### config.mk
export PLATFORM = sky130hd
export DESIGN_NAME = sync_burst_sram_control
export DESIGN_NICKNAME = d
export VERILOG_FILES = /design/src/sram_pkg.sv /design/src/word_fifo.sv /design/src/sync_burst_sram_control.sv
export SDC_FILE = /design/constraint.sdc
export NUM_CORES = 1
export LEC_CHECK = 0
export BUFFER_PORTS_ARGS = -buffer_cell sky130_fd_sc_hd__buf_2
export CORE_ASPECT_RATIO = 1.25
export CORE_MARGIN = 2
export CORE_UTILIZATION = 60
export DETAILED_ROUTE_END_ITERATION = 7
export GPL_ROUTABILITY_DRIVEN = 0
export PLACE_DENSITY = 0.82
export SETUP_SLACK_MARGIN = 0.02
export SYNTH_ARGS = -nofsm -noshare
export SYNTH_HDL_FRONTEND = slang
export SYNTH_SLANG_ARGS = --single-unit
### constraint.sdc
create_clock -name i_clk -period 7 [get_ports i_clk]
set_input_delay 0.7 -clock i_clk [delete_from_list [all_inputs] [get_ports i_clk]]
set_output_delay 0.7 -clock i_clk [all_outputs]
set_load 0.005 [all_outputs]
### src/sram_pkg.sv
// Shared constants and types for the burst static memory control block.
package sram_pkg;
  localparam int ADDR_W       = 19;
  localparam int LANE_W       = 9;
  localparam int LANES        = 2;
  localparam int WORD_W       = LANE_W * LANES;
  localparam int BURST_W      = 2;
  localparam int FIFO_DEPTH   = 16;
  localparam logic [1:0] BURST_START = 2'h0;
  localparam logic [1:0] BURST_ONE   = 2'h1;
  localparam logic [2:0] SYNC_RESET  = 3'h0;

  typedef enum logic [1:0] {
    ST_IDLE,
    ST_READ,
    ST_WRITE
  } cycle_t;
endpackage

### src/word_fifo.sv
// Small synchronous FIFO with valid and ready on both sides.
`timescale 1ns/10ps
`default_nettype none
module word_fifo #(
  parameter int WIDTH = 18,
  parameter int DEPTH = 16
) (
  input  wire logic             i_clk,
  input  wire logic             i_rst_n,
  input  wire logic             i_in_valid,
  output logic                  o_in_ready,
  input  wire logic [WIDTH-1:0] i_in_data,
  output logic                  o_out_valid,
  input  wire logic             i_out_ready,
  output logic      [WIDTH-1:0] o_out_data
);
  localparam int AW = $clog2(DEPTH);

  typedef struct packed {
    logic [AW-1:0] wr;
    logic [AW-1:0] rd;
    logic [AW:0]   count;
  } fifo_state_t;

  fifo_state_t          state;
  fifo_state_t          next_state;
  logic [WIDTH-1:0]     mem [DEPTH];
  logic                 push;
  logic                 pop;

  assign o_in_ready  = (state.count != (AW+1)'(DEPTH));
  assign o_out_valid = (state.count != '0);
  assign push        = i_in_valid && o_in_ready;
  assign pop         = o_out_valid && i_out_ready;
  assign o_out_data  = mem[state.rd];

  always_comb begin
    next_state = state;
    if (push) begin
      next_state.wr = state.wr + 1'b1;
    end
    if (pop) begin
      next_state.rd = state.rd + 1'b1;
    end
    next_state.count = state.count + (AW+1)'(push) - (AW+1)'(pop);
  end

  always_ff @(posedge i_clk or negedge i_rst_n) begin
    if (!i_rst_n) begin
      state <= '0;
    end else begin
      state <= next_state;
    end
  end

  // Storage has no reset so it can map onto plain memory.
  always_ff @(posedge i_clk) begin
    if (push) begin
      mem[state.wr] <= i_in_data;
    end
  end
endmodule
`default_nettype wire

### src/sync_burst_sram_control.sv
// Control, write decoding and data path of a pipelined burst static memory.
//
// How it works
// Global write strobe low writes all lanes.
// Lane strobes count only with byte gate low.
// Write exactly the lanes whose strobes are low.
// Any lane strobe active means write, else read.
// Synchronous inputs sampled on rising clock edge.
// Address captured when selected and strobe asserted.
// Drive data only when enabled and output enabled.
// Master select blocks processor strobe when inactive.
// Secondary selects sampled on qualifying strobe edges.
// Processor strobe loads address or enters standby.
// Controller strobe loads address or enters standby.
// Burst step low advances to next burst address.
// Output enable asynchronous; drive only in reads.
// Count order: high interleaved, low linear.
// Bypass select low removes output register stage.
// Sleep input forces low power, keeps contents.
// Pipelined read data appears after next edge.
// Step ignored on processor strobe edge.
// Lane strobes capture data, disable outputs.
// Controller cycle needs processor strobe high.
// Flow-through read data appears same cycle.
`timescale 1ns/10ps
`default_nettype none
module sync_burst_sram_control
  import sram_pkg::*;
#(
  parameter int AW    = ADDR_W,
  parameter int LW    = LANE_W,
  parameter int NL    = LANES,
  parameter int DEPTH = FIFO_DEPTH
) (
  input  wire logic             i_clk,
  input  wire logic             i_rst_n,
  input  wire logic [AW-1:0]    i_word_address,
  input  wire logic             i_master_select_n,
  input  wire logic             i_secondary_select_hi,
  input  wire logic             i_secondary_select_lo_n,
  input  wire logic             i_cpu_addr_strobe_n,
  input  wire logic             i_ctrl_addr_strobe_n,
  input  wire logic             i_burst_step_n,
  input  wire logic             i_global_write_n,
  input  wire logic             i_byte_write_gate_n,
  input  wire logic [NL-1:0]    i_lane_write_n,
  input  wire logic             i_output_enable_n,
  input  wire logic             i_count_order_sel,
  input  wire logic             i_bypass_pipe_n,
  input  wire logic             i_sleep_req,
  input  wire logic [NL*LW-1:0] i_data,
  output logic      [NL*LW-1:0] o_data,
  output logic      [NL*LW-1:0] o_data_oe_n,
  output logic                  o_sleeping,
  output logic                  o_selected,
  output logic      [AW-1:0]    o_cur_address,
  output logic      [NL-1:0]    o_lane_we,
  output logic                  o_wr_valid,
  input  wire logic             i_wr_ready,
  output logic      [AW-1:0]    o_wr_address,
  output logic      [NL-1:0]    o_wr_lanes,
  output logic      [NL*LW-1:0] o_wr_data,
  output logic      [AW-1:0]    o_rd_address,
  input  wire logic [NL*LW-1:0] i_rd_data
);
  localparam int WW = NL * LW;
  localparam int FW = AW + NL + WW;

  typedef struct packed {
    logic [2:0]    sleep_sync;
    logic          sleeping;
    cycle_t        cycle;
    logic [AW-1:0] base;
    logic [1:0]    offset;
    logic          read_live;
    logic          read_pipe;
    logic [WW-1:0] out_reg;
    logic [NL-1:0] lane_we;
  } ctrl_state_t;

  ctrl_state_t   state;
  ctrl_state_t   next_state;
  logic          cpu_start;
  logic          ctrl_start;
  logic          all_sel;
  logic          load;
  logic          deselect;
  logic [NL-1:0] lanes;
  logic          is_write;
  logic          step;
  logic [1:0]    burst_bits;
  logic [AW-1:0] cur_addr;
  logic          drive;

  // Overview of the timing at the pins.
  //
  // A cycle starts on an edge where one address strobe is low and the
  // three chip selects all read active. The address is registered on that
  // edge and becomes the burst base; the two low address bits are then
  // formed from the base and a two-bit burst offset that starts at zero.
  //
  // A processor strobe start is always a read, because the write strobes
  // are not looked at on that edge. A controller strobe start samples the
  // write strobes on its own edge, so it may open a write at once.
  //
  // On later edges, with both strobes high, the write strobes decide
  // again for each edge whether that edge writes or reads, and a low
  // burst step moves the offset on by one. A controller strobe edge with a
  // select inactive, or a processor strobe edge with the master select active
  // and a secondary select inactive, deselects the block and ends the burst.
  //
  // Read path. In pipelined mode the array word for the current address
  // is taken into the output register on the edge after the address was
  // registered, so the word reaches the pins one edge later than the
  // address. In flow-through mode the array word passes straight to the
  // pins, which saves that edge at the cost of a longer path from the
  // array to the pins; the user must allow for that in the clock period.
  //
  // Write path. A write edge produces a one-cycle lane pulse on the next
  // cycle. The data pins are sampled during that pulse, together with the
  // current burst address, and the three travel on into the write queue.
  // The queue lets the array side stall for a while without holding up
  // the bus. A write that meets a full queue is lost, so the master must
  // not run more than the queue depth of writes ahead of the array.
  //
  // Pin drive. The pins are driven only while output enable is low, the
  // block is awake, no lane pulse is active and a read is in the stage
  // that feeds the pins. Output enable acts without a clock, so a master
  // can release the bus at once before it turns the bus round for a
  // write.
  //
  // Sleep. The sleep request arrives from outside the clock domain and
  // passes three flops; it counts once the last two agree. While asleep
  // the block stays idle, makes no lane pulses and releases the pins. The
  // stored words are held, because the array itself is outside this
  // block and sees only the writes queued before sleep.
  //
  // Burst order. The count order select is static. High gives the
  // exclusive-or order, where the offset is flipped into the low address
  // bits; low gives the linear order, where the offset is added and the
  // sum wraps within the four-word group. The upper address bits never
  // change during a burst in either order.
  //
  // Reset. The pins have no reset of their own in the original part; the
  // reset input here only brings the registers to a known idle state so
  // that the first strobe after it is handled like any later one.

  assign all_sel = !i_master_select_n && i_secondary_select_hi
                   && !i_secondary_select_lo_n;
  // Master select gates only the processor strobe.
  assign cpu_start  = !i_cpu_addr_strobe_n && !i_master_select_n;
  // A controller cycle starts only with the processor strobe high.
  assign ctrl_start = !i_ctrl_addr_strobe_n && i_cpu_addr_strobe_n;
  assign load       = (cpu_start || ctrl_start) && all_sel;
  assign deselect   = (cpu_start || ctrl_start) && !all_sel;

  // Per-lane write decode; lane strobes ignored on processor edges.
  always_comb begin
    if (!i_global_write_n) begin
      lanes = '1;
    end else if (!i_byte_write_gate_n) begin
      lanes = ~i_lane_write_n;
    end else begin
      lanes = '0;
    end
    if (cpu_start) begin
      lanes = '0;
    end
  end
  assign is_write = (lanes != '0);

  // Step only with both strobes high; blocked on processor edge.
  assign step = !i_burst_step_n && i_cpu_addr_strobe_n
                && i_ctrl_addr_strobe_n && (state.cycle != ST_IDLE);

  // Interleaved order flips the low bits, linear order adds.
  assign burst_bits = i_count_order_sel
                      ? (state.base[1:0] ^ state.offset)
                      : (state.base[1:0] + state.offset);
  assign cur_addr   = {state.base[AW-1:2], burst_bits};

  always_comb begin
    next_state = state;
    // Sleep is asynchronous, so it passes three flops first.
    next_state.sleep_sync = {state.sleep_sync[1:0], i_sleep_req};
    if (state.sleep_sync[2] == state.sleep_sync[1]) begin
      next_state.sleeping = state.sleep_sync[2];
    end
    next_state.lane_we   = '0;
    next_state.read_live = 1'b0;
    if (state.sleeping) begin
      next_state.cycle = ST_IDLE;
    end else if (load) begin
      next_state.base   = i_word_address;
      next_state.offset = BURST_START;
      next_state.cycle  = (ctrl_start && is_write) ? ST_WRITE : ST_READ;
      next_state.read_live = !(ctrl_start && is_write);
    end else if (deselect) begin
      next_state.cycle = ST_IDLE;
    end else if (state.cycle != ST_IDLE) begin
      if (step) begin
        next_state.offset = state.offset + BURST_ONE;
      end
      next_state.cycle     = is_write ? ST_WRITE : ST_READ;
      next_state.read_live = !is_write;
    end
    // Neither the sleeping edge nor the waking edge may write.
    if (!state.sleeping && !next_state.sleeping
        && (load ? ctrl_start : state.cycle != ST_IDLE)) begin
      next_state.lane_we = lanes;
    end
    // Output register holds data one edge later in pipelined mode.
    next_state.read_pipe = state.read_live;
    next_state.out_reg   = i_rd_data;
  end

  always_ff @(posedge i_clk or negedge i_rst_n) begin
    if (!i_rst_n) begin
      state <= '{sleep_sync: SYNC_RESET,
                 sleeping:   1'b0,
                 cycle:      ST_IDLE,
                 base:       '0,
                 offset:     BURST_START,
                 read_live:  1'b0,
                 read_pipe:  1'b0,
                 out_reg:    '0,
                 lane_we:    '0};
    end else begin
      state <= next_state;
    end
  end

  // Write words queue here; a word that meets a full queue is lost.
  word_fifo #(
    .WIDTH (FW),
    .DEPTH (DEPTH)
  ) u_wr_fifo (
    .i_clk       (i_clk),
    .i_rst_n     (i_rst_n),
    .i_in_valid  (state.lane_we != '0),
    .o_in_ready  (),
    .i_in_data   ({cur_addr, state.lane_we, i_data}),
    .o_out_valid (o_wr_valid),
    .i_out_ready (i_wr_ready),
    .o_out_data  ({o_wr_address, o_wr_lanes, o_wr_data})
  );

  assign o_rd_address = cur_addr;
  // Flow-through takes the array word straight through.
  assign o_data = i_bypass_pipe_n ? state.out_reg : i_rd_data;
  // Output enable is combinational; writes and sleep force release.
  assign drive = !i_output_enable_n && !state.sleeping
                 && (state.lane_we == '0)
                 && (i_bypass_pipe_n ? state.read_pipe : state.read_live);
  assign o_data_oe_n   = {WW{!drive}};
  assign o_sleeping    = state.sleeping;
  assign o_selected    = (state.cycle != ST_IDLE);
  assign o_cur_address = cur_addr;
  assign o_lane_we     = state.lane_we;
endmodule
`default_nettype wire

# ---- Yosys cells after proc, flatten, opt, wreduce, memory -nomap -nowiden
# Memories as Yosys holds them, arrays and structs flattened.
# Cells that the tools add are included.
dict set report word_totals {
  reg_bits 62
  mem_bits_rw 624
  in_bits 72
  out_inout_bits 118
  mem_count 1
}
# name depth width rd rd_clocked_by_memory_dff wr line
set mem_list {}
lappend mem_list {u_wr_fifo.mem 16 39 1 0 1 word_fifo.sv:27} ;# logic [WIDTH-1:0] mem [DEPTH];
dict set report classes {
  add_sub_neg 6
  n_eq_ne 3
  n_mux 22
  n_bitwise 3
  n_reduce_logical 40
}
# cell n
set op_table {}
lappend op_table {{2-bit two-way mux} 12}
lappend op_table {{18-bit two-way mux} 1}
lappend op_table {{1-bit logical AND} 17}
lappend op_table {{1-bit logical NOT} 12}
lappend op_table {{2-bit nonzero test} 5}
lappend op_table {{3-bit two-way mux} 3}
lappend op_table {{4-bit by 1-bit adder with 4-bit output (second input constant)} 2}
lappend op_table {{1-bit two-way mux} 6}
lappend op_table {{5-bit by 1-bit adder with 5-bit output} 1}
lappend op_table {{5-bit != test (second input constant)} 1}
lappend op_table {{5-bit nonzero test} 1}
lappend op_table {{5-bit by 1-bit subtractor with 5-bit output} 1}
lappend op_table {{4-bit AND reduction} 1}
lappend op_table {{4-bit nonzero test} 1}
lappend op_table {{2-bit by 1-bit adder with 2-bit output (second input constant)} 1}
lappend op_table {{2-bit adder} 1}
lappend op_table {{2-bit logical NOT} 1}
lappend op_table {{2-bit != test (second input constant)} 1}
lappend op_table {{2-bit inverter} 1}
lappend op_table {{2-bit AND reduction} 1}
lappend op_table {{2-bit XOR} 1}
lappend op_table {{1-bit == test} 1}
lappend op_table {{1-bit logical OR} 1}
lappend op_table {{1-bit inverter} 1}

# ---- Logic depth before layout (Yosys ltp)
# Gate-level depths: netlist (run 1).
dict set report logic_depth {
  ltp_word 10
  mapped_depth 13
  depth_no_buf 12
}

# ---- Modules after synthesis
# A second synthesis (run 1) with hierarchy kept.
dict set report hier_totals {
  hier_cells 1436
  hier_area_um2 27114.8
}
# mod n_inst cells_each area_per_inst_um2
set modules_own_cells {}
lappend modules_own_cells {word_fifo 1 1210 24748.7}
lappend modules_own_cells {sync_burst_sram_control 1 226 2366.0}

# ---- Worst setup path after synthesis (run 1)
# No wires, ideal clock.
dict set report synth_path {
  path_type {flip-flop to flip-flop}
  startpoint {register state, in the netlist o_lane_we[1]}
  endpoint {memory u_wr_fifo.mem[12][0] (netlist name), enable pin}
  setup_ns 0.435
  t_arrival_ns 2.824
  path_slack_ns 3.741
  stages_incl_launch_ff 5
  path_buffers 0
  period_less_slack_ns 3.259
  path_cell_list {dfrtp_1 nor2_1 a41oi_2 nand3_1 nor2_1}
}
dict set report synth_via {
  elab_chain_len 4
}
# item line
set synth_lines {}
lappend synth_lines {{start, declared} sync_burst_sram_control.sv:81} ;# ctrl_state_t state;
lappend synth_lines {{start signal, assigned} sync_burst_sram_control.sv:219} ;# state <= '{sleep_sync: SYNC_RESET,
lappend synth_lines {{start signal, assigned} sync_burst_sram_control.sv:229} ;# state <= next_state;
lappend synth_lines {{2-bit nonzero test} sync_burst_sram_control.sv:240} ;# .i_in_valid (state.lane_we != '0),
lappend synth_lines {{1-bit logical AND} word_fifo.sv:33} ;# assign push = i_in_valid && o_in_ready;
lappend synth_lines {{named net u_wr_fifo.push} word_fifo.sv:28} ;# logic push;
lappend synth_lines {{1-bit two-way mux} word_fifo.sv:58} ;# if (push) begin
lappend synth_lines {{1-bit two-way mux (implied by the code)} word_fifo.sv:59} ;# mem[state.wr] <= i_in_data;
lappend synth_lines {{end, declared} word_fifo.sv:27}
# The timed path passes the listed nets, and every way through them passes these cells.

# ---- Worst setup path in the final report (run 1)
dict set report layout_path {
  startpoint {register u_wr_fifo.state[6] (netlist name)}
  endpoint {output port o_wr_data[8]}
}
dict set report layout_via {
  elab_chain_len 1
}
# item line
set layout_lines {}
lappend layout_lines {{start, declared} word_fifo.sv:25} ;# fifo_state_t state;
lappend layout_lines {{start signal, assigned} word_fifo.sv:52} ;# state <= next_state;
lappend layout_lines {{memory 16 x 39 bit} -}
lappend layout_lines {{end, declared} sync_burst_sram_control.sv:62} ;# output logic [NL*LW-1:0] o_wr_data,
# Every way passes these cells.

==> run metrics, run 1 <==
status finished clean; IO Pins 190; first-pass GRT wire length 86,600 um; Yosys cell types 41; post-route cell area 29,900 um2; Avg Cell Area, Syn 21.7 um2; share of cells above drive strength 1 36.8%; Die Height 239 um; Vias/cell 6.48; fmax 252 MHz; final hold viol count 0; Clock Skew 13.2 ps; worst slew pin tran 967 ps; final net count 1,472; area delta synth->final 12.5%; worst rel slew slack 35.5%; core area 43,900 um2; Max Slew Vio Count 0; Yosys warning count 0; gate count of the mapped netlist 1,224; final setup margin 3040 ps; largest net degree at the start of global routing 98; Hold Path Depth 1; flop and latch count out of synthesis 686; pre-CTS WS 3650 ps; largest cells by area after synthesis edfxtp_1 (71%), mux4_2 (13%), dfrtp_1 (5.8%); area leader, netlist edfxtp_1; Detail Route Antenna Nets 0; power per cell area 381 nW/um2; HPWL Detailed 28,900 um; syn nets 1,309; placed cell area 27,700 um2; gr usage total 26.2%; average wire per standard cell 29.0 um; CTS sink cnt 686; Mapped Area 26,600 um2; diode count 0; crit path launch type flip-flop; top layer in use met4; count leader, synth edfxtp_1; Final Setup Violations 0; 1st-pass router iterations 5; Post-synth ARST share 9.04%; number of synthesized flops with an enable pin 624; Crit Path Class reg2out; top_reg_cell synth edfxtp_1; Pleak 10.2 nW; critical path endpoint category output port; met2 WL 30,100 um; maxcap violations 0; sequential cell area fraction in the yosys report 76.4%; top cells by count, synth edfxtp_1 (624), mux4_2 (156), a22oi_1 (78); Die X-Extent 192 um; cts hold-fix bufs 0; setup bufs post-CTS 0; Post-route DRC 0; worst IR drop on VDD 0.345 mV; DR iter-0 viols 1,482; H-tree depth 2; clock transition at the registers of the reported paths 60 ps; vias in the first global route 13,671; Die ar. 46,000 um2; Crit path arrival time 3260 ps; Initial Utilization 60.5%; initial antenna violation count 0; Num CTS Buffers 60; CTS tree yes; fraction of the cycle the final worst path needs 56.6%; CP Max Fanout 97; worst min path class in2reg; met3 WL 4980 um; RSZ-0062 raised after global routing no; TNS Setup 0 ps; R2R cell count 5; CTS resizes 0; required time of the critical path 6300 ps; Clk Latency, worst-skew pair 620 ps; fin crit period 3960 ps; clock root buffer clkbuf_16; Port Buf Inserts 189; Rows 86; vias post-DR 13,031; Final Util 68.0%; grt ovf 0; Max clock buf depth 3; M1 WL 21,300 um; Routed Wire Length 58,300 um; Synth top area share 70.6%; Fill cells 2,675
worst max-delay path, cell delays in order (launching register included):
cell and delay (ps):
dfrtp_4 1050, buf_12 510, mux4_2 420, a22oi_1 220, nand2_1 150, buf_2 160
final cells by class:
class                           instances  area, um2  area share (%)
Sequential cell                       686      20300            68.0
Clock buffer                           72       1580            5.28
Multi-Input combinational cell        410       5520            18.5
Inverter                               14       52.6           0.176
Tap cell                              572        716            2.40
Clock inverter                         42        547            1.83
Timing Repair Buffer                  215       1170            3.90
metrics by stage:
| stage | power [W] | hold slack [ps] | instances |
|---|---|---|---|
| after CTS | 0.0115 | 161 | 2011 |
| final | 0.0114 | 187 | 2011 |
| after floorplan | 0.00705 | 331 | 1224 |
| after detailed placement | 0.00791 | 341 | 1897 |
| after global routing | 0.0118 | 169 | 2011 |
| after global placement | 0.00784 | 340 | 1897 |
metal layers:
layer  GRT usage [%]  up-vias
met4            9.14        0
met3            4.95      129
met1            35.3     6740
met2            43.4      855
met5               0        -
li1                -     5307
power by group:
part           switching (W)  internal (W)
sequential          0.000309       0.00474
clock                0.00147       0.00206
combinational        0.00145       0.00136
cells in the final DEF (no fill, tap or decap), types with 11 or more instances in the layout:
cell type and count:
mux2_4 11, inv_1 14, mux2_2 28, buf_4 24, a22oi_1 78, mux4_2 156
and2_2 13, ha_1 12, dfrtp_1 60, clkbuf_16 60, edfxtp_1 624, bufinv_16 12
clkinv_1 11, nand2_1 45, buf_2 189
final timing paths:
check,from,end,slack [ps]
worst min register to register,next_state[47],next_state[48],350
worst min-delay path,i_sleep_req,next_state[47],190
min in group asynchronous,i_rst_n,state[12],260
max in group asynchronous,i_rst_n,u_wr_fifo.state[6],6090
worst max-delay path,u_wr_fifo.state[6],o_wr_data[8],3040
worst max register to register,o_lane_we[0],u_wr_fifo.mem[14][12],3670
flip-flops by register name, indices dropped and copies added (netlist names):
name,flops
u_wr_fifo.state,13
o_sleeping,1
next_state,3
u_wr_fifo.mem,624
state,26
o_lane_we,2
o_cur_address,17
kinds of logic (layout without fill, tap and decap cells):
logic type | count (synthesis) | in the layout | synth area share [%]
AOI/OAI and AO/OA | 92 | 92 | 2.56
xor gates and xnor gates | 12 | 12 | 0.396
DFF | 686 | 686 | 76.4
muxes | 196 | 196 | 15.1
and+or+nand+nor | 96 | 96 | 1.80
buffers and inverters | 128 | 343 | 3.09
adders and majority gates | 14 | 14 | 0.678
Note: power is estimated with default switching activity, not from simulation.
==> inputs of run 2 (changes only) <==
- ABC_AREA: default -> 1
- CORE_UTILIZATION: 60 -> 55
- PLACE_DENSITY: 0.82 -> 0.79
- clock period: 7 -> 3.24 ns (I/O delays scaled with it)
==> run 2 against run 1 <==
Total power up 130%. Final cell count up 62%. Global-route usage down 1.7 points. Clock-buffer cell count up 5. Highest routed layer unchanged. Sequential power up 110%. Sequential share of layout area down 4.8 points. Combinational power rose to 3.0 times the previous value. Non-clock buffer count up 66. Routed wire length up 14%. Clock power up 110%. Flip-flop and latch count unchanged. Setup slack worse by 2900 ps.
==> run metrics, run 2 <==
worst IR drop on VDD 0.608 mV (+77%); H-tree depth 2 (unchanged); Fill cells 3,673 (+37%); vias post-DR 18,580 (+43%); gr usage total 24.4% (-1.7 points); clock transition at the registers of the reported paths 60 ps (about the same); Int Pwr 0.0174 W (+110%); first-pass GRT wire length 102,000 um (+17%); final setup margin 150 ps (-2890 ps); flop and latch count out of synthesis 686 (unchanged); largest cells by area after synthesis edfxtp_1 (66%), nand2_1 (7.1%), dfrtp_1 (5.5%); Vias/cell 5.71 (-12%); Yosys warning count 0 (unchanged); Largest register FFs 624 (unchanged); number of synthesized flops with an enable pin 624 (unchanged); CP Max Fanout 130 (+34%); CP max stage cell dfrtp_4; CTS sink cnt 686 (unchanged); area leader, netlist edfxtp_1; initial antenna violation count 0 (unchanged); grt ovf 0 (unchanged); final hold viol count 0 (unchanged); pre-CTS WS 671 ps (-2980 ps); Post-synth ARST share 9.04% (unchanged); HPWL Detailed 36,600 um (+27%); Avg Cell Area, Syn 11.9 um2 (-45%); most frequent cells in the layout edfxtp_1 (624), nand2_1 (536), nor2_1 (262), nand3_1 (260), buf_2 (189); worst slew pin tran 1170 ps (+205 ps); Die ar. 53,600 um2 (+17%); Crit path arrival time 2770 ps (-490 ps); Synth top area share 65.8% (-4.7 points); status finished clean; Pleak 12.3 nW (+21%); Mapped Area 28,500 um2 (+7.2%); average wire per standard cell 20.4 um (-30%); clock root buffer clkbuf_16; Die Height 258 um (+8.0%); RSZ-0062 raised after global routing no; area occupied by multi-input gates 6510 um2 (+18%); Yosys cell types 26 (-37%); Initial Utilization 55.5% (-5.0 points); DR iter-0 viols 1,837 (+24%); core area 51,300 um2 (+17%); syn nets 2,473 (+89%); Num CTS Buffers 61 (+1.7%); largest net degree at the start of global routing 143 (+46%); IO Pins 190 (unchanged); crit-path max cell delay 700 ps (-350 ps); share of cells above drive strength 1 14.7% (-22 points); Net Sw Frac 34.9% (+6.6 points); power per cell area 832 nW/um2 (+120%); maxcap violations 0 (unchanged); Post-route DRC 0 (unchanged); Reg power frac 40.6% (-3.8 points); worst rel slew slack 21.5% (-14 points); TNS Setup 0 ps (unchanged); CP Cell Sequence buf_12, nor2_1, nor2_1, o21ai_1, nand3_1, nand3_1, nand2_1, buf_2; Clock Skew 12.8 ps (-0.459 ps); diode count 0 (unchanged); Rows 93 (+8.1%); count leader, synth edfxtp_1; fmax 324 MHz; gate count of the mapped netlist 2,388 (+95%); R2R setup slack 640 ps (-3030 ps); Die X-Extent 207 um (+8.0%); worst min path class in2reg; critical path endpoint category output port; top cells by count, synth edfxtp_1 (624), nand2_1 (536), nor2_1 (278); Largest Register u_wr_fifo.mem; fraction of the cycle the final worst path needs 95.4%; clock share of power 27.9% (-3.1 points); fin crit period 3090 ps; CTS tree yes; Routed Wire Length 66,300 um (+14%); setup bufs post-CTS 0 (unchanged); most common cell after layout, fill and taps aside edfxtp_1; vias in the first global route 18,607 (+36%); final net count 2,625 (+78%); Clk Latency, worst-skew pair 630 ps (about the same); top_reg_cell synth edfxtp_1; Final Setup Violations 0 (unchanged); 1st-pass router iterations 5 (unchanged); crit path launch type flip-flop; sequential cell area fraction in the yosys report 71.3% (-5.1 points); Port Buf Inserts 189 (unchanged); Max Slew Vio Count 0 (unchanged); Max clock buf depth 3 (unchanged); Crit Path Class reg2out; Sw Pwr 0.00934 W (+190%); area delta synth->final 12.9%; register area 20,300 um2 (unchanged); Detail Route Antenna Nets 0 (unchanged); Comb power frac 31.5% (+6.9 points); required time of the critical path 2920 ps (-3380 ps)
==> run 2: worst max-delay path, delay by kind of cell, from the launching register on <==
kind / cells / cell delay, ps
AOI/OAI and AO/OA: 1 / 110
DFF: 1 / 700
and+or+nand+nor: 5 / 600
buffers and inverters: 2 / 560
==> run 2: stage by stage <==
step           hold WS (ps)  cells  total power (W)  util, %  instance area [um2]
3_5_place_dp            336   3103           0.0193     57.8                29700
4_1_cts                17.0   3255           0.0268     62.6                32100
3_3_place_gp            333   3103           0.0190     57.8                29700
6_report               54.0   3255           0.0267     62.6                32100
5_1_grt                39.4   3255           0.0281     62.6                32100
2_1_floorplan          28.4   2388           0.0169        -                28500
==> run 2: cells by family after synthesis <==
group,share of synthesized area (%)
simple gates,15.4
buf+inv,6.25
xor+xnor,0.400
compound gates,5.32
flops,71.3
fa+ha+maj,0.598
mux,0.712
==> run 2: what timing repair did <==
item,CTS,global route
hold endpoints to repair,83,0
hold buffers,39,0
gates resized for setup,0,1
endpoints found under the setup margin,0,2
==> run 2: area by class of cell <==
type,instances,share of cell area (%)
Timing Repair Buffer,281,5.89
Sequential cell,686,63.2
Inverter,140,1.67
Clock inverter,36,1.30
Clock buffer,77,5.13
Multi-Input combinational cell,1370,20.3
Tap cell,665,2.59
==> run 2: final timing paths <==
kind                       depth (start not counted)          startpoint                  to
setup / recovery                                   8  u_wr_fifo.state[5]    o_wr_address[18]
hold / removal                                     3          i_wr_ready  u_wr_fifo.state[5]
setup reg to reg                                  13  u_wr_fifo.state[2]  u_wr_fifo.state[4]
hold reg to reg                                    0      next_state[47]      next_state[48]
max in group asynchronous                          3             i_rst_n    o_cur_address[2]
min in group asynchronous                          2             i_rst_n   o_cur_address[18]
==> run 2: power groups by stage <==
| stage | Clock (W) | Combinational (W) | Sequential [W] |
|---|---|---|---|
| 2_1_floorplan | 0 | 0.00609 | 0.0108 |
| 3_3_place_gp | 0 | 0.00805 | 0.0110 |
| 3_5_place_dp | 0 | 0.00831 | 0.0110 |
| 4_1_cts | 0.00754 | 0.00844 | 0.0108 |
| 5_1_grt | 0.00786 | 0.00935 | 0.0109 |
| 6_report | 0.00746 | 0.00843 | 0.0108 |
==> run 2: layer usage <==
layer	vias to the layer above	GRT usage [%]	part of all wire (%)
li1	8507	-	-
met1	9019	30.1	38
met2	883	43.4	51
met3	171	3.51	7.2
met4	0	10.2	3.6
met5	-	0	0
